`config.mk`:
```
export PLATFORM = sky130hd
export DESIGN_NAME = lfc_top
export DESIGN_NICKNAME = d
export VERILOG_FILES = /design/src/rtl/lfc_pkg.sv /design/src/rtl/lfc_crc_if.sv /design/src/rtl/lfc_crc.sv /design/src/rtl/lfc_fifo.sv /design/src/rtl/lfc_top.sv
export VERILOG_INCLUDE_DIRS = /design/src /design/src/rtl
export SDC_FILE = /design/constraint.sdc
export NUM_CORES = 1
export LEC_CHECK = 0
export BUFFER_PORTS_ARGS = -buffer_cell sky130_fd_sc_hd__buf_2
export CAP_MARGIN = 20
export CORE_MARGIN = 2
export CORE_UTILIZATION = 45
export DETAILED_ROUTE_END_ITERATION = 8
export RECOVER_POWER = 50
export SYNTH_ARGS = -nofsm -noshare
export SYNTH_HDL_FRONTEND = slang
export SYNTH_SLANG_ARGS = --single-unit
export TNS_END_PERCENT = 10
```
`constraint.sdc`:
```
create_clock -name clk -period 3.6 [get_ports clk]
set_input_delay 0.72 -clock clk [delete_from_list [all_inputs] [get_ports clk]]
set_output_delay 0.72 -clock clk [all_outputs]
set_load 0.02 [all_outputs]
```
`src/rtl/lfc_regs.svh`:
```
// lfc_regs.svh: constants of the loopback frame check block
`ifndef LFC_REGS_SVH
`define LFC_REGS_SVH
`define LFC_CRC_PRESET 16'hFFFF
`define LFC_CRC_POLY   16'hA001
`define LFC_FUNC_LOOP  8'h08
`define LFC_FOLD_STEPS 4'h8
`define LFC_DATA_LEN   4'h6
`define LFC_LAST_IDX   4'h7
`define LFC_POS_ADDR   3'h0
`define LFC_POS_FUNC   3'h1
`define LFC_POS_CHK_LO 3'h6
`define LFC_POS_CHK_HI 3'h7
`endif

```
`src/rtl/lfc_pkg.sv`:
```
// lfc_pkg: types of the loopback frame check block
`default_nettype none
package lfc_pkg;
    typedef enum logic [2:0] {
        ST_RECV  = 3'b000,
        ST_FOLD  = 3'b001,
        ST_CHECK = 3'b010,
        ST_EMIT  = 3'b011,
        ST_EFOLD = 3'b100
    } lfc_state_type;
endpackage : lfc_pkg
`default_nettype wire

```
`src/rtl/lfc_crc_if.sv`:
```
// lfc_crc_if: carrier between the frame controller and the check engine
`timescale 1ns/1ns
`default_nettype none
interface lfc_crc_if;
    logic        start;
    logic        init;
    logic [7:0]  data;
    logic        busy;
    logic [15:0] value;
    modport engine (input start, input init, input data, output busy, output value);
    modport user   (output start, output init, output data, input busy, input value);
endinterface : lfc_crc_if
`default_nettype wire

```
`src/rtl/lfc_crc.sv`:
```
// lfc_crc: bit-serial 16-bit frame check engine, one byte per nine cycles (load, then eight shifts)
`timescale 1ns/1ns
`default_nettype none
`include "lfc_regs.svh"
module lfc_crc import lfc_pkg::*; (
    // clock and reset
    input  wire logic clk,
    input  wire logic sys_rst,
    // fold requests
    lfc_crc_if.engine crc
);
    logic [15:0] value;
    logic [15:0] next_value;
    logic [3:0]  cnt;
    logic [3:0]  next_cnt;
    logic        busy;
    logic        next_busy;

    // one shift per busy cycle; a start while busy is ignored
    always_comb begin
        next_value = value;
        next_cnt   = cnt;
        next_busy  = busy;
        if (busy) begin
            next_value = {1'b0, value[15:1]} ^ (value[0] ? `LFC_CRC_POLY : 16'h0000);
            next_cnt   = cnt - 4'h1;
            next_busy  = (cnt != 4'h1);
        end else if (crc.start) begin
            next_value = (crc.init ? `LFC_CRC_PRESET : value) ^ {8'h00, crc.data};
            next_cnt   = `LFC_FOLD_STEPS;
            next_busy  = 1'b1;
        end
    end

    always_ff @(posedge clk) begin
        if (sys_rst) begin
            value <= `LFC_CRC_PRESET;
            cnt   <= 4'h0;
            busy  <= 1'b0;
        end else begin
            value <= next_value;
            cnt   <= next_cnt;
            busy  <= next_busy;
        end
    end

    assign crc.value = value;
    assign crc.busy  = busy;
endmodule : lfc_crc
`default_nettype wire

```
`src/rtl/lfc_fifo.sv`:
```
// lfc_fifo: reply byte buffer with registered read side
`timescale 1ns/1ns
`default_nettype none
module lfc_fifo #(
    parameter int WIDTH = 8,
    parameter int DEPTH = 16
) (
    // clock and reset
    input  wire logic             clk,
    input  wire logic             sys_rst,
    // fill side
    input  wire logic [WIDTH-1:0] in_data,
    input  wire logic             in_valid,
    output logic                  in_ready,
    // drain side
    output logic [WIDTH-1:0]      out_data,
    output logic                  out_valid,
    input  wire logic             out_ready
);
    localparam int AW = $clog2(DEPTH);
    localparam logic [AW:0] FULL_CNT = (AW+1)'(DEPTH);

    logic [WIDTH-1:0] mem [DEPTH];
    logic [AW-1:0]    wr_ptr;
    logic [AW-1:0]    next_wr_ptr;
    logic [AW-1:0]    rd_ptr;
    logic [AW-1:0]    next_rd_ptr;
    logic [AW:0]      count;
    logic [AW:0]      next_count;
    logic             next_out_valid;
    logic             push;
    logic             pop;

    // pop refills the output register when it is empty or taken and a byte is stored
    always_comb begin
        push           = in_valid && in_ready;
        pop            = (count != '0) && (!out_valid || out_ready);
        next_wr_ptr    = wr_ptr + AW'(push);
        next_rd_ptr    = rd_ptr + AW'(pop);
        next_count     = count + {{AW{1'b0}}, push} - {{AW{1'b0}}, pop};
        next_out_valid = pop || (out_valid && !out_ready);
    end

    always_ff @(posedge clk) begin
        if (sys_rst) begin
            wr_ptr    <= '0;
            rd_ptr    <= '0;
            count     <= '0;
            out_valid <= 1'b0;
            in_ready  <= 1'b1;
        end else begin
            wr_ptr    <= next_wr_ptr;
            rd_ptr    <= next_rd_ptr;
            count     <= next_count;
            out_valid <= next_out_valid;
            in_ready  <= (next_count != FULL_CNT);
        end
    end

    // storage and read register carry no reset, only data
    always_ff @(posedge clk) begin
        if (push) begin
            mem[wr_ptr] <= in_data;
        end
        if (pop) begin
            out_data <= mem[rd_ptr];
        end
    end
endmodule : lfc_fifo
`default_nettype wire

```
`src/rtl/lfc_top.sv`:
```
// lfc_top: loop-detection frame responder with 16-bit frame check
// How it works
// - reply carries function code 08h in its second byte.
// - reply starts with our own station address.
// - four test bytes are echoed unchanged, in order, as bytes three to six.
// - check register presets to FFFFh; each byte is xored into low bits.
// - per step, shift right, then xor A001h when bit 0 was one.
// - every right shift brings a zero into the top bit.
// - exactly eight shift steps per byte before the next byte.
// - first six bytes fold in order; result is the frame check.
// - seventh byte is check low half, eighth is check high half.
`timescale 1ns/1ns
`default_nettype none
`include "lfc_regs.svh"
module lfc_top import lfc_pkg::*; #(
    parameter int FIFO_DEPTH = 16
) (
    // clock and reset
    input  wire logic       clk,
    input  wire logic       sys_rst,
    // station identity
    input  wire logic [7:0] own_addr,
    // request byte stream
    input  wire logic [7:0] rx_data,
    input  wire logic       rx_valid,
    output logic            rx_ready,
    // reply byte stream
    output logic [7:0]      tx_data,
    output logic            tx_valid,
    input  wire logic       tx_ready,
    // frame outcome pulses
    output logic            frame_good,
    output logic            frame_drop
);
    lfc_state_type state;
    lfc_state_type next_state;
    logic [3:0]    idx;
    logic [3:0]    next_idx;
    logic [7:0]    frame [8];
    logic [7:0]    next_frame [8];
    logic          next_rx_ready;
    logic          next_good;
    logic          next_drop;
    logic          frame_match;
    logic          push_valid;
    logic          push_ready;
    logic [7:0]    push_data;
    logic          addr_match;
    logic          code_match;
    logic          check_match;
    logic [3:0]    fold_cnt;
    logic [3:0]    next_fold_cnt;

    lfc_crc_if crc ();

    // check engine shared by the receive and the reply pass
    lfc_crc u_crc (
        .clk     (clk),
        .sys_rst (sys_rst),
        .crc     (crc.engine)
    );

    // reply buffer; a stalled drain holds the controller in emit
    lfc_fifo #(
        .WIDTH (8),
        .DEPTH (FIFO_DEPTH)
    ) u_fifo (
        .clk       (clk),
        .sys_rst   (sys_rst),
        .in_data   (push_data),
        .in_valid  (push_valid),
        .in_ready  (push_ready),
        .out_data  (tx_data),
        .out_valid (tx_valid),
        .out_ready (tx_ready)
    );

    // frame acceptance test, seen only in the check state; the three parts are
    // kept apart so that each way of dropping a frame can be checked on its own
    always_comb begin
        addr_match  = (frame[`LFC_POS_ADDR] == own_addr);
        code_match  = (frame[`LFC_POS_FUNC] == `LFC_FUNC_LOOP);
        check_match = (frame[`LFC_POS_CHK_LO] == crc.value[7:0])
                   && (frame[`LFC_POS_CHK_HI] == crc.value[15:8]);
        frame_match = addr_match && code_match && check_match;
    end

    // reply byte for the current position
    always_comb begin
        case (idx[2:0])
            `LFC_POS_ADDR:   push_data = own_addr;
            `LFC_POS_FUNC:   push_data = `LFC_FUNC_LOOP;
            `LFC_POS_CHK_LO: push_data = crc.value[7:0];
            `LFC_POS_CHK_HI: push_data = crc.value[15:8];
            default:         push_data = frame[idx[2:0]];
        endcase
    end

    // frame controller: receive, fold, check, then emit the reply
    always_comb begin
        next_state = state;
        next_idx   = idx;
        next_frame = frame;
        next_good  = 1'b0;
        next_drop  = 1'b0;
        crc.start  = 1'b0;
        crc.init   = 1'b0;
        crc.data   = 8'h00;
        push_valid = 1'b0;
        case (state)
            ST_RECV: begin
                if (rx_valid && rx_ready) begin
                    next_frame[idx[2:0]] = rx_data;
                    if (idx < `LFC_DATA_LEN) begin
                        crc.start  = 1'b1;
                        crc.init   = (idx == 4'h0);
                        crc.data   = rx_data;
                        next_state = ST_FOLD;
                    end else if (idx == `LFC_LAST_IDX) begin
                        next_state = ST_CHECK;
                    end else begin
                        next_idx = idx + 4'h1;
                    end
                end
            end
            ST_FOLD: begin
                if (!crc.busy) begin
                    next_idx   = idx + 4'h1;
                    next_state = ST_RECV;
                end
            end
            ST_CHECK: begin
                next_idx = 4'h0;
                if (frame_match) begin
                    next_state = ST_EMIT;
                end else begin
                    next_state = ST_RECV;
                    next_drop  = 1'b1;
                end
            end
            ST_EMIT: begin
                push_valid = 1'b1;
                if (push_ready) begin
                    if (idx < `LFC_DATA_LEN) begin
                        crc.start  = 1'b1;
                        crc.init   = (idx == 4'h0);
                        crc.data   = push_data;
                        next_state = ST_EFOLD;
                    end else if (idx == `LFC_LAST_IDX) begin
                        next_idx   = 4'h0;
                        next_state = ST_RECV;
                        next_good  = 1'b1;
                    end else begin
                        next_idx = idx + 4'h1;
                    end
                end
            end
            ST_EFOLD: begin
                if (!crc.busy) begin
                    next_idx   = idx + 4'h1;
                    next_state = ST_EMIT;
                end
            end
            default: begin
                next_state = ST_RECV;
                next_idx   = 4'h0;
            end
        endcase
        // requests are refused while a frame is checked or answered
        next_rx_ready = (next_state == ST_RECV);
    end

    always_ff @(posedge clk) begin
        if (sys_rst) begin
            state      <= ST_RECV;
            idx        <= 4'h0;
            rx_ready   <= 1'b0;
            frame_good <= 1'b0;
            frame_drop <= 1'b0;
        end else begin
            state      <= next_state;
            idx        <= next_idx;
            rx_ready   <= next_rx_ready;
            frame_good <= next_good;
            frame_drop <= next_drop;
        end
    end

    // received bytes are data only, no reset needed
    always_ff @(posedge clk) begin
        frame <= next_frame;
    end

    // helper: folds since the last preset, read only by the checks below;
    // counting requests, not shifts, lets one check cover both passes
    always_comb begin
        next_fold_cnt = fold_cnt;
        if (crc.start) begin
            next_fold_cnt = crc.init ? 4'h1 : fold_cnt + 4'h1;
        end
    end

    always_ff @(posedge clk) begin
        if (sys_rst) begin
            fold_cnt <= 4'h0;
        end else begin
            fold_cnt <= next_fold_cnt;
        end
    end
endmodule : lfc_top
`default_nettype wire

```
==> reports/qor.txt, run 1 <==
Status: complete, no violations
Final Cycle Share: 87.3%
Setup crit start: idx[0]
CTS HTree Levels: 1
Buf+Inv Stages, Crit Path: 3
CTS tree: yes
Placed instance count: 1026
PwrDens: 598 mW/mm²
Worst-case clock buffer depth: 3
Setup violators final: 0
Gates resized, CTS repair: 0
Clk root buf: clkbuf_16
Hold Path Origin: u_crc.cnt[3]
Top FF cell, synth: edfxtp_1
Slowest cell on crit path: clkbuf_1
R2R depth: 10
Rel. slew slack: 9.64%
First-pass GRT wire length: 36100 µm
Final Non-Filler Cells: 1073
Initial Utilization: 45.4%
Clock power share: 36.2%
DR DRC count: 0
Core area: 0.0233 mm²
Critical Path, Cell by Cell: clkinv_1 -> buf_4 -> ha_1 -> and2_0 -> or3_1 -> o21ai_0 -> clkbuf_1 -> a22oi_1 -> o2111ai_1 -> o21a_1
Max FO, Critical Path: 17
Clk slew on worst S/H paths: 60 ps
Reg power frac: 47.0%
Worst hold path stage count: 1
I/O Pins: 32
Grt total ovfl: 0
Vias in the first global route: 6165
Worst vdd ir: 0.346 mV
Die Wd: 157 µm
Die area: 0.0247 mm²
Post-route antenna net violation count: 0
Yosys reg bits: 246
Pint: 5.29 mW
Slowest Stage Delay on Critical Path: 640 ps
Port Buffers: 31
Cts bufs inserted: 26
Sw Share: 25.2%
# nets final: 773
FMAX: 0.318 GHz
Routed WL: 23100 µm
Register area share after synthesis: 65.6%
Avg Vias per Cell: 5.69
CP required: 4060 ps
First-pass DRT Iterations: 5
Comb pwr share: 16.8%
Yosys warns: 0
Share of cells above drive strength 1: 15.0%
Fill cell count: 2000
Vias post-DR: 6102
Clock skew: 7.90 ps
Net switching power: 1.78 mW
Cell area after synthesis: 0.0106 mm²
Critical Path AT: 3610 ps
Syn_area_per_cell: 15.3 µm²
CTS Sinks: 246
RSZ-0062 raised after global routing: no
RePlAce Congestion: 0.900
Final Slew Violations: 0
Leakage power: 3.78 nW
Hold Fails Final Rpt: 0
Antenna violations before repair: 0
Post-synth ARST share: 0%
Worst Hold Class: flop to flop
GRT Util Overall: 19.3%
DRT iter0 DRCs: 570
Postcts setup bufs: 0
Final TNS setup: 0 ps
Worst Tran Pin Value: 1350 ps
CP Launch Type: flop
Post-Syn Instances: 689
Die Height: 157 µm
Post-CTS Hold Buffers: 0
EDFF count, synth: 200
Crit path depth: 10
Max_cap viols: 0
Syn-to-layout area delta: 12.0%
Tmin final: 3140 ps
Routed len/inst: 21.5 µm
CP endpoint kind: flop
Clock latency on the worst-skew pair: 520 ps
# diodes: 0
Syn Nets: 727
Largest net degree at the start of global routing: 49
# rows: 56
RR Startpoint: idx[0]
CP Class: flop to flop
Top delay family on crit path: buffers and inverters
Hpwl dp: 15900 µm
Synth cell types: 68
area by class of cell:
class	count	area [µm²]	share of cell area, %
Timing Repair Buffer	57	273	2.31
Sequential cell	246	6930	58.6
Clock inverter	12	111	0.941
Inverter	18	67.6	0.571
Clock buffer	35	706	5.97
Multi-Input combinational cell	386	3350	28.3
Tap cell	319	399	3.37
flip-flops by register name, indices dropped and copies added, names as in the netlist, 3 cells and up:
register / count
u_fifo.out_data: 8
u_fifo.mem: 128
frame: 64
idx: 4
u_crc.crc.value: 16
u_fifo.wr_ptr: 4
u_fifo.rd_ptr: 4
u_fifo.count: 5
u_crc.cnt: 4
state: 3
layer usage:
layer  vias up  routed length, µm  GRT usage, %
li1       2791                  -             -
met1      3102              10100          26.2
met2       175              11300          31.8
met3        34               1180          2.97
met4         0                572          6.54
met5         -                  0             0
layout by cell type (no fill, tap or decap), types with 7 or more instances in the layout:
cell       instances
or3_1              7
o21ai_1           13
nand4_1            7
buf_4             12
o22ai_1           15
nor3_1            22
nand3_1           12
xnor2_1           28
edfxtp_1         200
buf_2             11
xor2_1             7
clkbuf_1          42
dfxtp_1           46
a222oi_1           7
nand2b_1          19
o21ai_0           10
nand2_1           17
mux4_2            46
inv_1             17
a21oi_1           25
nor2b_1           11
ha_1              17
nor2_1            38
clkbuf_16         27
stage by stage:
| step | setup slack [ps] | power [mW] | hold slack [ps] | cell area, µm² | utilization [%] |
|---|---|---|---|---|---|
| 2_1_floorplan | 502 | 4.25 | 444 | 10600 | - |
| 3_3_place_gp | 612 | 4.57 | 458 | 11100 | 47.8 |
| 3_5_place_dp | 493 | 4.61 | 484 | 11100 | 47.8 |
| 4_1_cts | 583 | 7.17 | 483 | 11900 | 51.3 |
| 5_1_grt | 243 | 7.37 | 493 | 11800 | 50.8 |
| 6_report | 457 | 7.07 | 492 | 11800 | 50.8 |
power by group through the flow:
stage	sequential, mW	clock (mW)	combinational, mW
after global routing	3.34	2.73	1.30
after detailed placement	3.38	0	1.23
final	3.32	2.56	1.19
after floorplan	3.40	0	0.854
after global placement	3.38	0	1.19
after CTS	3.32	2.62	1.23
worst register-to-register path, delay by kind of cell (launching register included):
kind | cells | cell delay [ps]
DFF | 1 | 410
AOI/OAI and AO/OA | 4 | 700
adders and majority gates | 1 | 220
and+or+nand+nor | 2 | 840
buffers and inverters | 3 | 920
worst paths after layout:
check                                     endpoint  slack, ps
worst max-delay path            u_crc.crc.value[1]        460
worst min register to register        u_crc.cnt[3]        490
worst max register to register  u_crc.crc.value[1]        460
worst min-delay path                  u_crc.cnt[3]        490
synth_stat cells, types with 7 or more instances:
| cell type | n | share of area, % |
|---|---|---|
| edfxtp_1 | 200 | 57 |
| xor2_1 | 7 | 0.58 |
| o21ai_0 | 9 | 0.43 |
| nor3_1 | 22 | 1.0 |
| nand2b_1 | 19 | 1.1 |
| a21oi_1 | 25 | 1.2 |
| o22ai_1 | 15 | 0.89 |
| o21ai_1 | 14 | 0.66 |
| nor2b_1 | 11 | 0.65 |
| nand3_1 | 12 | 0.57 |
| clkbuf_1 | 18 | 0.64 |
| inv_1 | 17 | 0.60 |
| mux4_2 | 46 | 9.8 |
| a222oi_1 | 7 | 0.66 |
| dfxtp_1 | 46 | 8.7 |
| nand2_1 | 17 | 0.60 |
| buf_2 | 12 | 0.57 |
| xnor2_1 | 28 | 2.3 |
| ha_1 | 17 | 2.0 |
| nand4_1 | 7 | 0.41 |
| nor2_1 | 38 | 1.4 |
cell families (layout without fill, tap and decap cells):
logic type	after synthesis	in the layout	synth area share [%]
AOI/OAI and AO/OA	113	113	7.15
xor gates and xnor gates	35	35	2.90
adders and majority gates	18	18	2.20
buffers and inverters	57	122	2.43
DFF	246	246	65.6
muxes	60	60	11.2
and+or+nand+nor	160	160	8.46
(Power assumes the default switching activity.)
==> run 2: changes to the inputs <==
--- a/config.mk
+++ b/config.mk
@@ -11,8 +11,10 @@
 export CORE_MARGIN = 2
 export CORE_UTILIZATION = 45
 export DETAILED_ROUTE_END_ITERATION = 8
+export GPL_TIMING_DRIVEN = 0
 export RECOVER_POWER = 50
 export SYNTH_ARGS = -nofsm -noshare
 export SYNTH_HDL_FRONTEND = slang
+export SYNTH_HIERARCHICAL = 1
 export SYNTH_SLANG_ARGS = --single-unit
 export TNS_END_PERCENT = 10
==> reports/qor.txt, run 2 <==
Routed WL: 25100 µm (+8.9%)
Clk root buf: clkbuf_16
Worst vdd ir: 0.403 mV (+16%)
Max reg flops: 128 (unchanged)
RR Startpoint: idx[1]
Share of cells above drive strength 1: 17.9% (+2.9 points)
R2R depth: 11 (+1)
Syn-to-layout area delta: 13.7%
Routed len/inst: 22.2 µm (+3.3%)
Clock latency on the worst-skew pair: 520 ps (about the same)
RSZ-0062 raised after global routing: no
Critical Path, Cell by Cell: buf_2 -> clkbuf_4 -> inv_1 -> ha_1 -> clkbuf_4 -> a211oi_1 -> a31oi_2 -> a22o_1 -> nor3_1 -> a2111oi_1 -> a211o_1
Yosys warns: 6 (+6)
Initial Utilization: 46.0% (+0.58 points)
RePlAce Congestion: 0.911 (+1.1%)
Worst hold slack: 485 ps (-7.32 ps)
Largest net degree at the start of global routing: 18 (-63%)
Largest reg by FF count: u_fifo/mem
Syn_area_per_cell: 14.9 µm² (-2.6%)
DP Worst Slack: -794 ps (-1290 ps)
Worst Tran Pin Value: 1040 ps (-306 ps)
CP dominant cell by count: clkbuf_4
Top-count cell post-synth: edfxtp_1
Critical Path AT: 3850 ps (+240 ps)
Clock skew: 9.45 ps (+1.54 ps)
Placed instance count: 1081 (+5.4%)
PwrDens: 584 mW/mm² (-2.3%)
Hpwl dp: 17500 µm (+9.8%)
Final Non-Filler Cells: 1131 (+5.4%)
Rel. slew slack: 30.5% (+21 points)
Total power: 7.19 mW (+1.7%)
CTS Sinks: 246 (unchanged)
CP Class: flop to flop
Register area share after synthesis: 64.0% (-1.6 points)
GRT Util Overall: 19.7% (+0.48 points)
I/O Pins: 32 (unchanged)
Post-CTS Hold Buffers: 0 (unchanged)
Die Height: 159 µm (+1.2%)
Port Buffers: 31 (unchanged)
Worst hold path stage count: 1 (unchanged)
Tmin final: 3390 ps (+242 ps)
DRT iter0 DRCs: 579 (+1.6%)
Setup slack after layout: 215 ps (-242 ps)
R2R Path End: u_crc/crc.value[7]
Cell taking the most area after synthesis: edfxtp_1
Commonest non-fill, non-tap cell in the layout: edfxtp_1
# rows: 56 (unchanged)
Cts bufs inserted: 27 (+3.8%)
Max FO, Critical Path: 10 (-7)
Final Slew Violations: 0 (unchanged)
CP endpoint kind: flop
Grt total ovfl: 0 (unchanged)
Post-layout util: 52.3% (+1.4 points)
Yosys reg bits: 246 (unchanged)
First-pass DRT Iterations: 5 (unchanged)
Core area: 0.0235 mm² (+1.2%)
CP required: 4070 ps (about the same)
Cell area after synthesis: 0.0108 mm² (+2.5%)
Setup violators final: 0 (unchanged)
Hold Path Origin: u_crc/cnt[3]
Status: complete, no violations
EDFF count, synth: 200 (unchanged)
Die Wd: 159 µm (+1.2%)
Antenna violations before repair: 0 (unchanged)
CP Launch Type: flop
DR DRC count: 0 (unchanged)
# nets final: 834 (+7.9%)
Top FF cell, synth: edfxtp_1
Final Cycle Share: 94.0% (+6.7 points)
Slowest cell on crit path: dfxtp_1
Post-Syn Instances: 725 (+5.2%)
Worst-case clock buffer depth: 3 (unchanged)
# diodes: 0 (unchanged)
Top delay family on crit path: buffers and inverters
CTS HTree Levels: 1 (unchanged)
Area contributors post-synth: edfxtp_1, dfxtp_1, mux4_2
FF-to-FF setup slack: 210 ps (-240 ps)
Avg Vias per Cell: 5.66 (-0.56%)
Clk slew on worst S/H paths: 60 ps (about the same)
Post-synth ARST share: 0% (unchanged)
Vias in the first global route: 6701 (+8.7%)
FMAX: 0.295 GHz (-7.1%)
Syn Nets: 765 (+5.2%)
Post-route antenna net violation count: 0 (unchanged)
Leakage power: 4.15 nW (+9.9%)
First-pass GRT wire length: 38800 µm (+7.6%)
Top cell type's share of synthesized area: 55.5% (-1.4 points)
Top Registers: u_fifo/mem: 128 flops, frame: 64 flops, u_crc/crc.value: 16 flops
Die area: 0.0253 mm² (+2.4%)
Top post-synthesis cells by count: edfxtp_1, dfxtp_1, nor2_1, nand2_1, mux2i_1
Most frequent cells in the layout: edfxtp_1, dfxtp_1, clkbuf_1, nor2_1, nand2_1
Synth cell types: 64 (-5.9%)
Hold endpoint: u_crc/cnt[3]
Max_cap viols: 0 (unchanged)
Worst Hold Class: flop to flop
Hold Fails Final Rpt: 0 (unchanged)
CTS tree: yes
Buf+Inv Stages, Crit Path: 4 (+1)
Slowest Stage Delay on Critical Path: 500 ps (-140 ps)
Vias post-DR: 6396 (+4.8%)
-- run 2: cell families (layout without fill, tap and decap cells) --
group | after synthesis | count (layout) | synth area share, %
buffers and inverters | 58 | 145 | 3.01
adders and majority gates | 20 | 20 | 2.38
muxes | 72 | 72 | 10.4
AOI/OAI and AO/OA | 125 | 125 | 9.31
and+or+nand+nor | 170 | 170 | 8.11
DFF | 246 | 246 | 64.0
xor gates and xnor gates | 34 | 34 | 2.75
-- run 2: how the worst max path moves through the flow --
| stage | startpoint | cells past startpoint | to | slack (ps) |
|---|---|---|---|---|
| global placement | idx[1] | 12 | u_crc/crc.value[6] | -940 |
| floorplan | idx[1] | 12 | u_crc/crc.value[5] | 380 |
| CTS | idx[1] | 12 | u_crc/crc.value[7] | 4 |
| global route | idx[1] | 10 | u_crc/crc.value[5] | 50 |
| detailed placement | idx[1] | 12 | u_crc/crc.value[5] | -790 |
| finish | idx[1] | 11 | u_crc/crc.value[7] | 210 |
-- run 2: through the flow --
| stage | area, µm² | setup TNS [ps] |
|---|---|---|
| after CTS | 12300 | 0 |
| after global routing | 12300 | 0 |
| after detailed placement | 11500 | -7130 |
| final | 12300 | 0 |
| after floorplan | 10800 | 0 |
| after global placement | 11400 | -31110 |
-- run 2: power breakdown --
group	leakage, nW	internal (mW)	total [mW]	switching [mW]
sequential	2.19	3.24	3.32	0.0842
clock	0.394	1.43	2.50	1.06
combinational	1.58	0.601	1.37	0.771
total	4.15	5.27	7.19	1.92
-- run 2: layer usage --
metal	GRT usage, %	share of wire [%]
met1	26.2	43
met2	32.5	48
met3	4.48	5.9
met4	6.24	2.4
met5	0	0
-- run 2: worst reg2reg max path: cells and delay by family, from the launching register on --
kind                     cells  cell delay [ps]
AO/OA/AOI/OAI                5             1130
buffers and inverters        4             1150
AND/OR/NAND/NOR              1               50
flip-flops                   1              500
adder cells (fa/ha/maj)      1              500
-- run 2: final cells by class --
type | count | area [µm²]
inverter | 16 | 60.1
buffer | 40 | 259
timing repair buffer | 42 | 209
multi-input combinational | 421 | 3660
clock inverter | 17 | 109
clock buffer | 30 | 687
sequential | 246 | 6930
tap | 319 | 399
fill | 2015 | 11200
-- run 2: timing repair --
action / CTS / global route
buffers inserted: 3 / 1
resized for setup: 8 / 4
setup endpoints to repair: 39 / 8
pin swaps: 1 / 1
==> run 3: changes to the inputs <==
--- a/config.mk
+++ b/config.mk
@@ -8,7 +8,6 @@
 export LEC_CHECK = 0
 export BUFFER_PORTS_ARGS = -buffer_cell sky130_fd_sc_hd__buf_2
 export CAP_MARGIN = 20
-export CORE_MARGIN = 2
 export CORE_UTILIZATION = 45
 export DETAILED_ROUTE_END_ITERATION = 8
 export GPL_TIMING_DRIVEN = 0
==> reports/qor.txt, run 3 (synthesis gave the netlist of run 2 again) <==
Final Cycle Share: 95.0% (+0.99 points)
First-pass GRT wire length: 38600 µm (-0.41%)
PwrDens: 607 mW/mm² (+3.8%)
Clk slew on worst S/H paths: 60 ps (about the same)
Worst Hold Class: flop to flop
Clock latency on the worst-skew pair: 520 ps (about the same)
Antenna violations before repair: 0 (unchanged)
Share of cells above drive strength 1: 17.2% (-0.62 points)
Hpwl dp: 17600 µm (+0.76%)
R2R depth: 10 (-1)
Pint: 5.57 mW (+5.7%)
Most frequent cells in the layout: edfxtp_1, dfxtp_1, clkbuf_1, nor2_1, nand2_1
Setup violators final: 0 (unchanged)
# nets final: 832 (-0.24%)
Die Wd: 157 µm (-1.3%)
Vias in the first global route: 6628 (-1.1%)
Routed len/inst: 22.2 µm (-0.21%)
CTS HTree Levels: 1 (unchanged)
Status: complete, no violations
Vias post-DR: 6542 (+2.3%)
Max FO, Critical Path: 11 (+1)
Post-layout util: 52.5% (+0.25 points)
Cts bufs inserted: 27 (unchanged)
Clk root buf: clkbuf_16
CP Class: flop to flop
CTS Sinks: 246 (unchanged)
Die Height: 157 µm (-1.3%)
Hold Fails Final Rpt: 0 (unchanged)
Worst hold path stage count: 1 (unchanged)
CTS tree: yes
CP required: 4060 ps (about the same)
Post-route antenna net violation count: 0 (unchanged)
Post-CTS Hold Buffers: 0 (unchanged)
Initial Utilization: 46.0% (unchanged)
Die area: 0.0247 mm² (-2.5%)
Critical Path AT: 3890 ps (+40 ps)
# diodes: 0 (unchanged)
Met1 wire length: 10600 µm (-2.8%)
DR DRC count: 0 (unchanged)
Comb pwr share: 18.3% (-0.8 points)
Clock power share: 37.5% (+2.8 points)
First-pass DRT Iterations: 5 (unchanged)
RSZ-0062 raised after global routing: no
Rel. slew slack: 40.3% (+9.8 points)
Worst Tran Pin Value: 893 ps (-147 ps)
GRT Util Overall: 21.1% (+1.4 points)
Syn-to-layout area delta: 14.3%
Net switching power: 1.93 mW (+0.69%)
Largest net degree at the start of global routing: 18 (unchanged)
Met2 Wirelength: 12300 µm (+1.2%)
# rows: 56 (unchanged)
Final Slew Violations: 0 (unchanged)
Total power: 7.50 mW (+4.3%)
Postcts setup bufs: 0 (-3)
Clock skew: 7.89 ps (-1.56 ps)
Sw Share: 25.8% (-0.93 points)
Max_cap viols: 0 (unchanged)
Worst vdd ir: 0.351 mV (-13%)
Worst-case clock buffer depth: 3 (unchanged)
Commonest non-fill, non-tap cell in the layout: edfxtp_1
I/O Pins: 32 (unchanged)
Grt total ovfl: 0 (unchanged)
Port Buffers: 31 (unchanged)
Reg power frac: 44.2% (-2.0 points)
RePlAce Congestion: 0.905 (-0.67%)
CP Launch Type: flop
Core area: 0.0235 mm² (unchanged)
Avg Vias per Cell: 5.78 (+2.3%)
FMAX: 0.292 GHz (-1.0%)
Leakage power: 4.19 nW (+0.85%)
CP endpoint kind: flop
DRT iter0 DRCs: 549 (-5.2%)
Top Registers: u_fifo/mem: 128 flops, frame: 64 flops, u_crc/crc.value: 16 flops
Routed WL: 25100 µm (-0.21%)
Max reg flops: 128 (unchanged)
Largest reg by FF count: u_fifo/mem
Tmin final: 3420 ps (+35.7 ps)
Top routing layer in use: met4
DR WL met3: 1570 µm (+5.1%)
-- run 3: power groups by stage --
stage	Clock [mW]	Combinational, mW	Sequential, mW
floorplan	0	0.952	3.43
finish	2.82	1.37	3.32
detailed placement	0	1.39	3.38
global route	2.98	1.51	3.34
CTS	2.87	1.40	3.32
global placement	0	1.34	3.38
-- run 3: final cells by class --
type	instances	area (µm²)
clock buffers	32	694
well taps	319	399
repair buffers	40	201
multi-input cells	421	3610
fillers	2000	11200
flip-flops and latches	246	6930
inverters	16	60.1
clock inverters	17	214
plain buffers	40	262
-- run 3: repair_timing --
action,CTS,global route
gates cloned,0,0
pin swaps,0,0
endpoints found under the setup margin,6,7
gates resized for setup,6,2
-- run 3: layer usage --
layer | up-vias | GRT usage (%)
met2 | 233 | 36.0
met3 | 39 | 3.36
met5 | - | 0
met4 | 0 | 6.66
li1 | 2977 | -
met1 | 3293 | 27.7
-- run 3: final timing paths --
check / startpoint / endpoint / slack [ps]
max reg2reg: idx[2] / u_crc/crc.value[2] / 180
min reg2reg: u_crc/cnt[3] / u_crc/cnt[3] / 490
max: idx[2] / u_crc/crc.value[2] / 180
min: u_crc/cnt[3] / u_crc/cnt[3] / 490
-- run 3: per-stage QoR --
stage / hold slack (ps) / std cells / setup WS (ps) / setup TNS (ps) / cell area (µm²)
floorplan: 449 / 725 / 380 / 0 / 10800
global placement: 468 / 1075 / -1050 / -30680 / 11400
detailed placement: 477 / 1084 / -359 / -1430 / 11500
CTS: 486 / 1133 / 53.2 / 0 / 12400
global route: 498 / 1131 / 6.52 / 0 / 12400
finish: 486 / 1131 / 179 / 0 / 12400
-- run 3: worst max-delay path, stage by stage, from the launching register on --
cell       delay [ps]
dfxtp_1           340
buf_2             190
inv_1             220
clkbuf_1          450
ha_1              450
clkbuf_4          280
a31oi_1           540
a22o_1            300
nor3_1             60
a2111oi_1         410
a211o_1           140
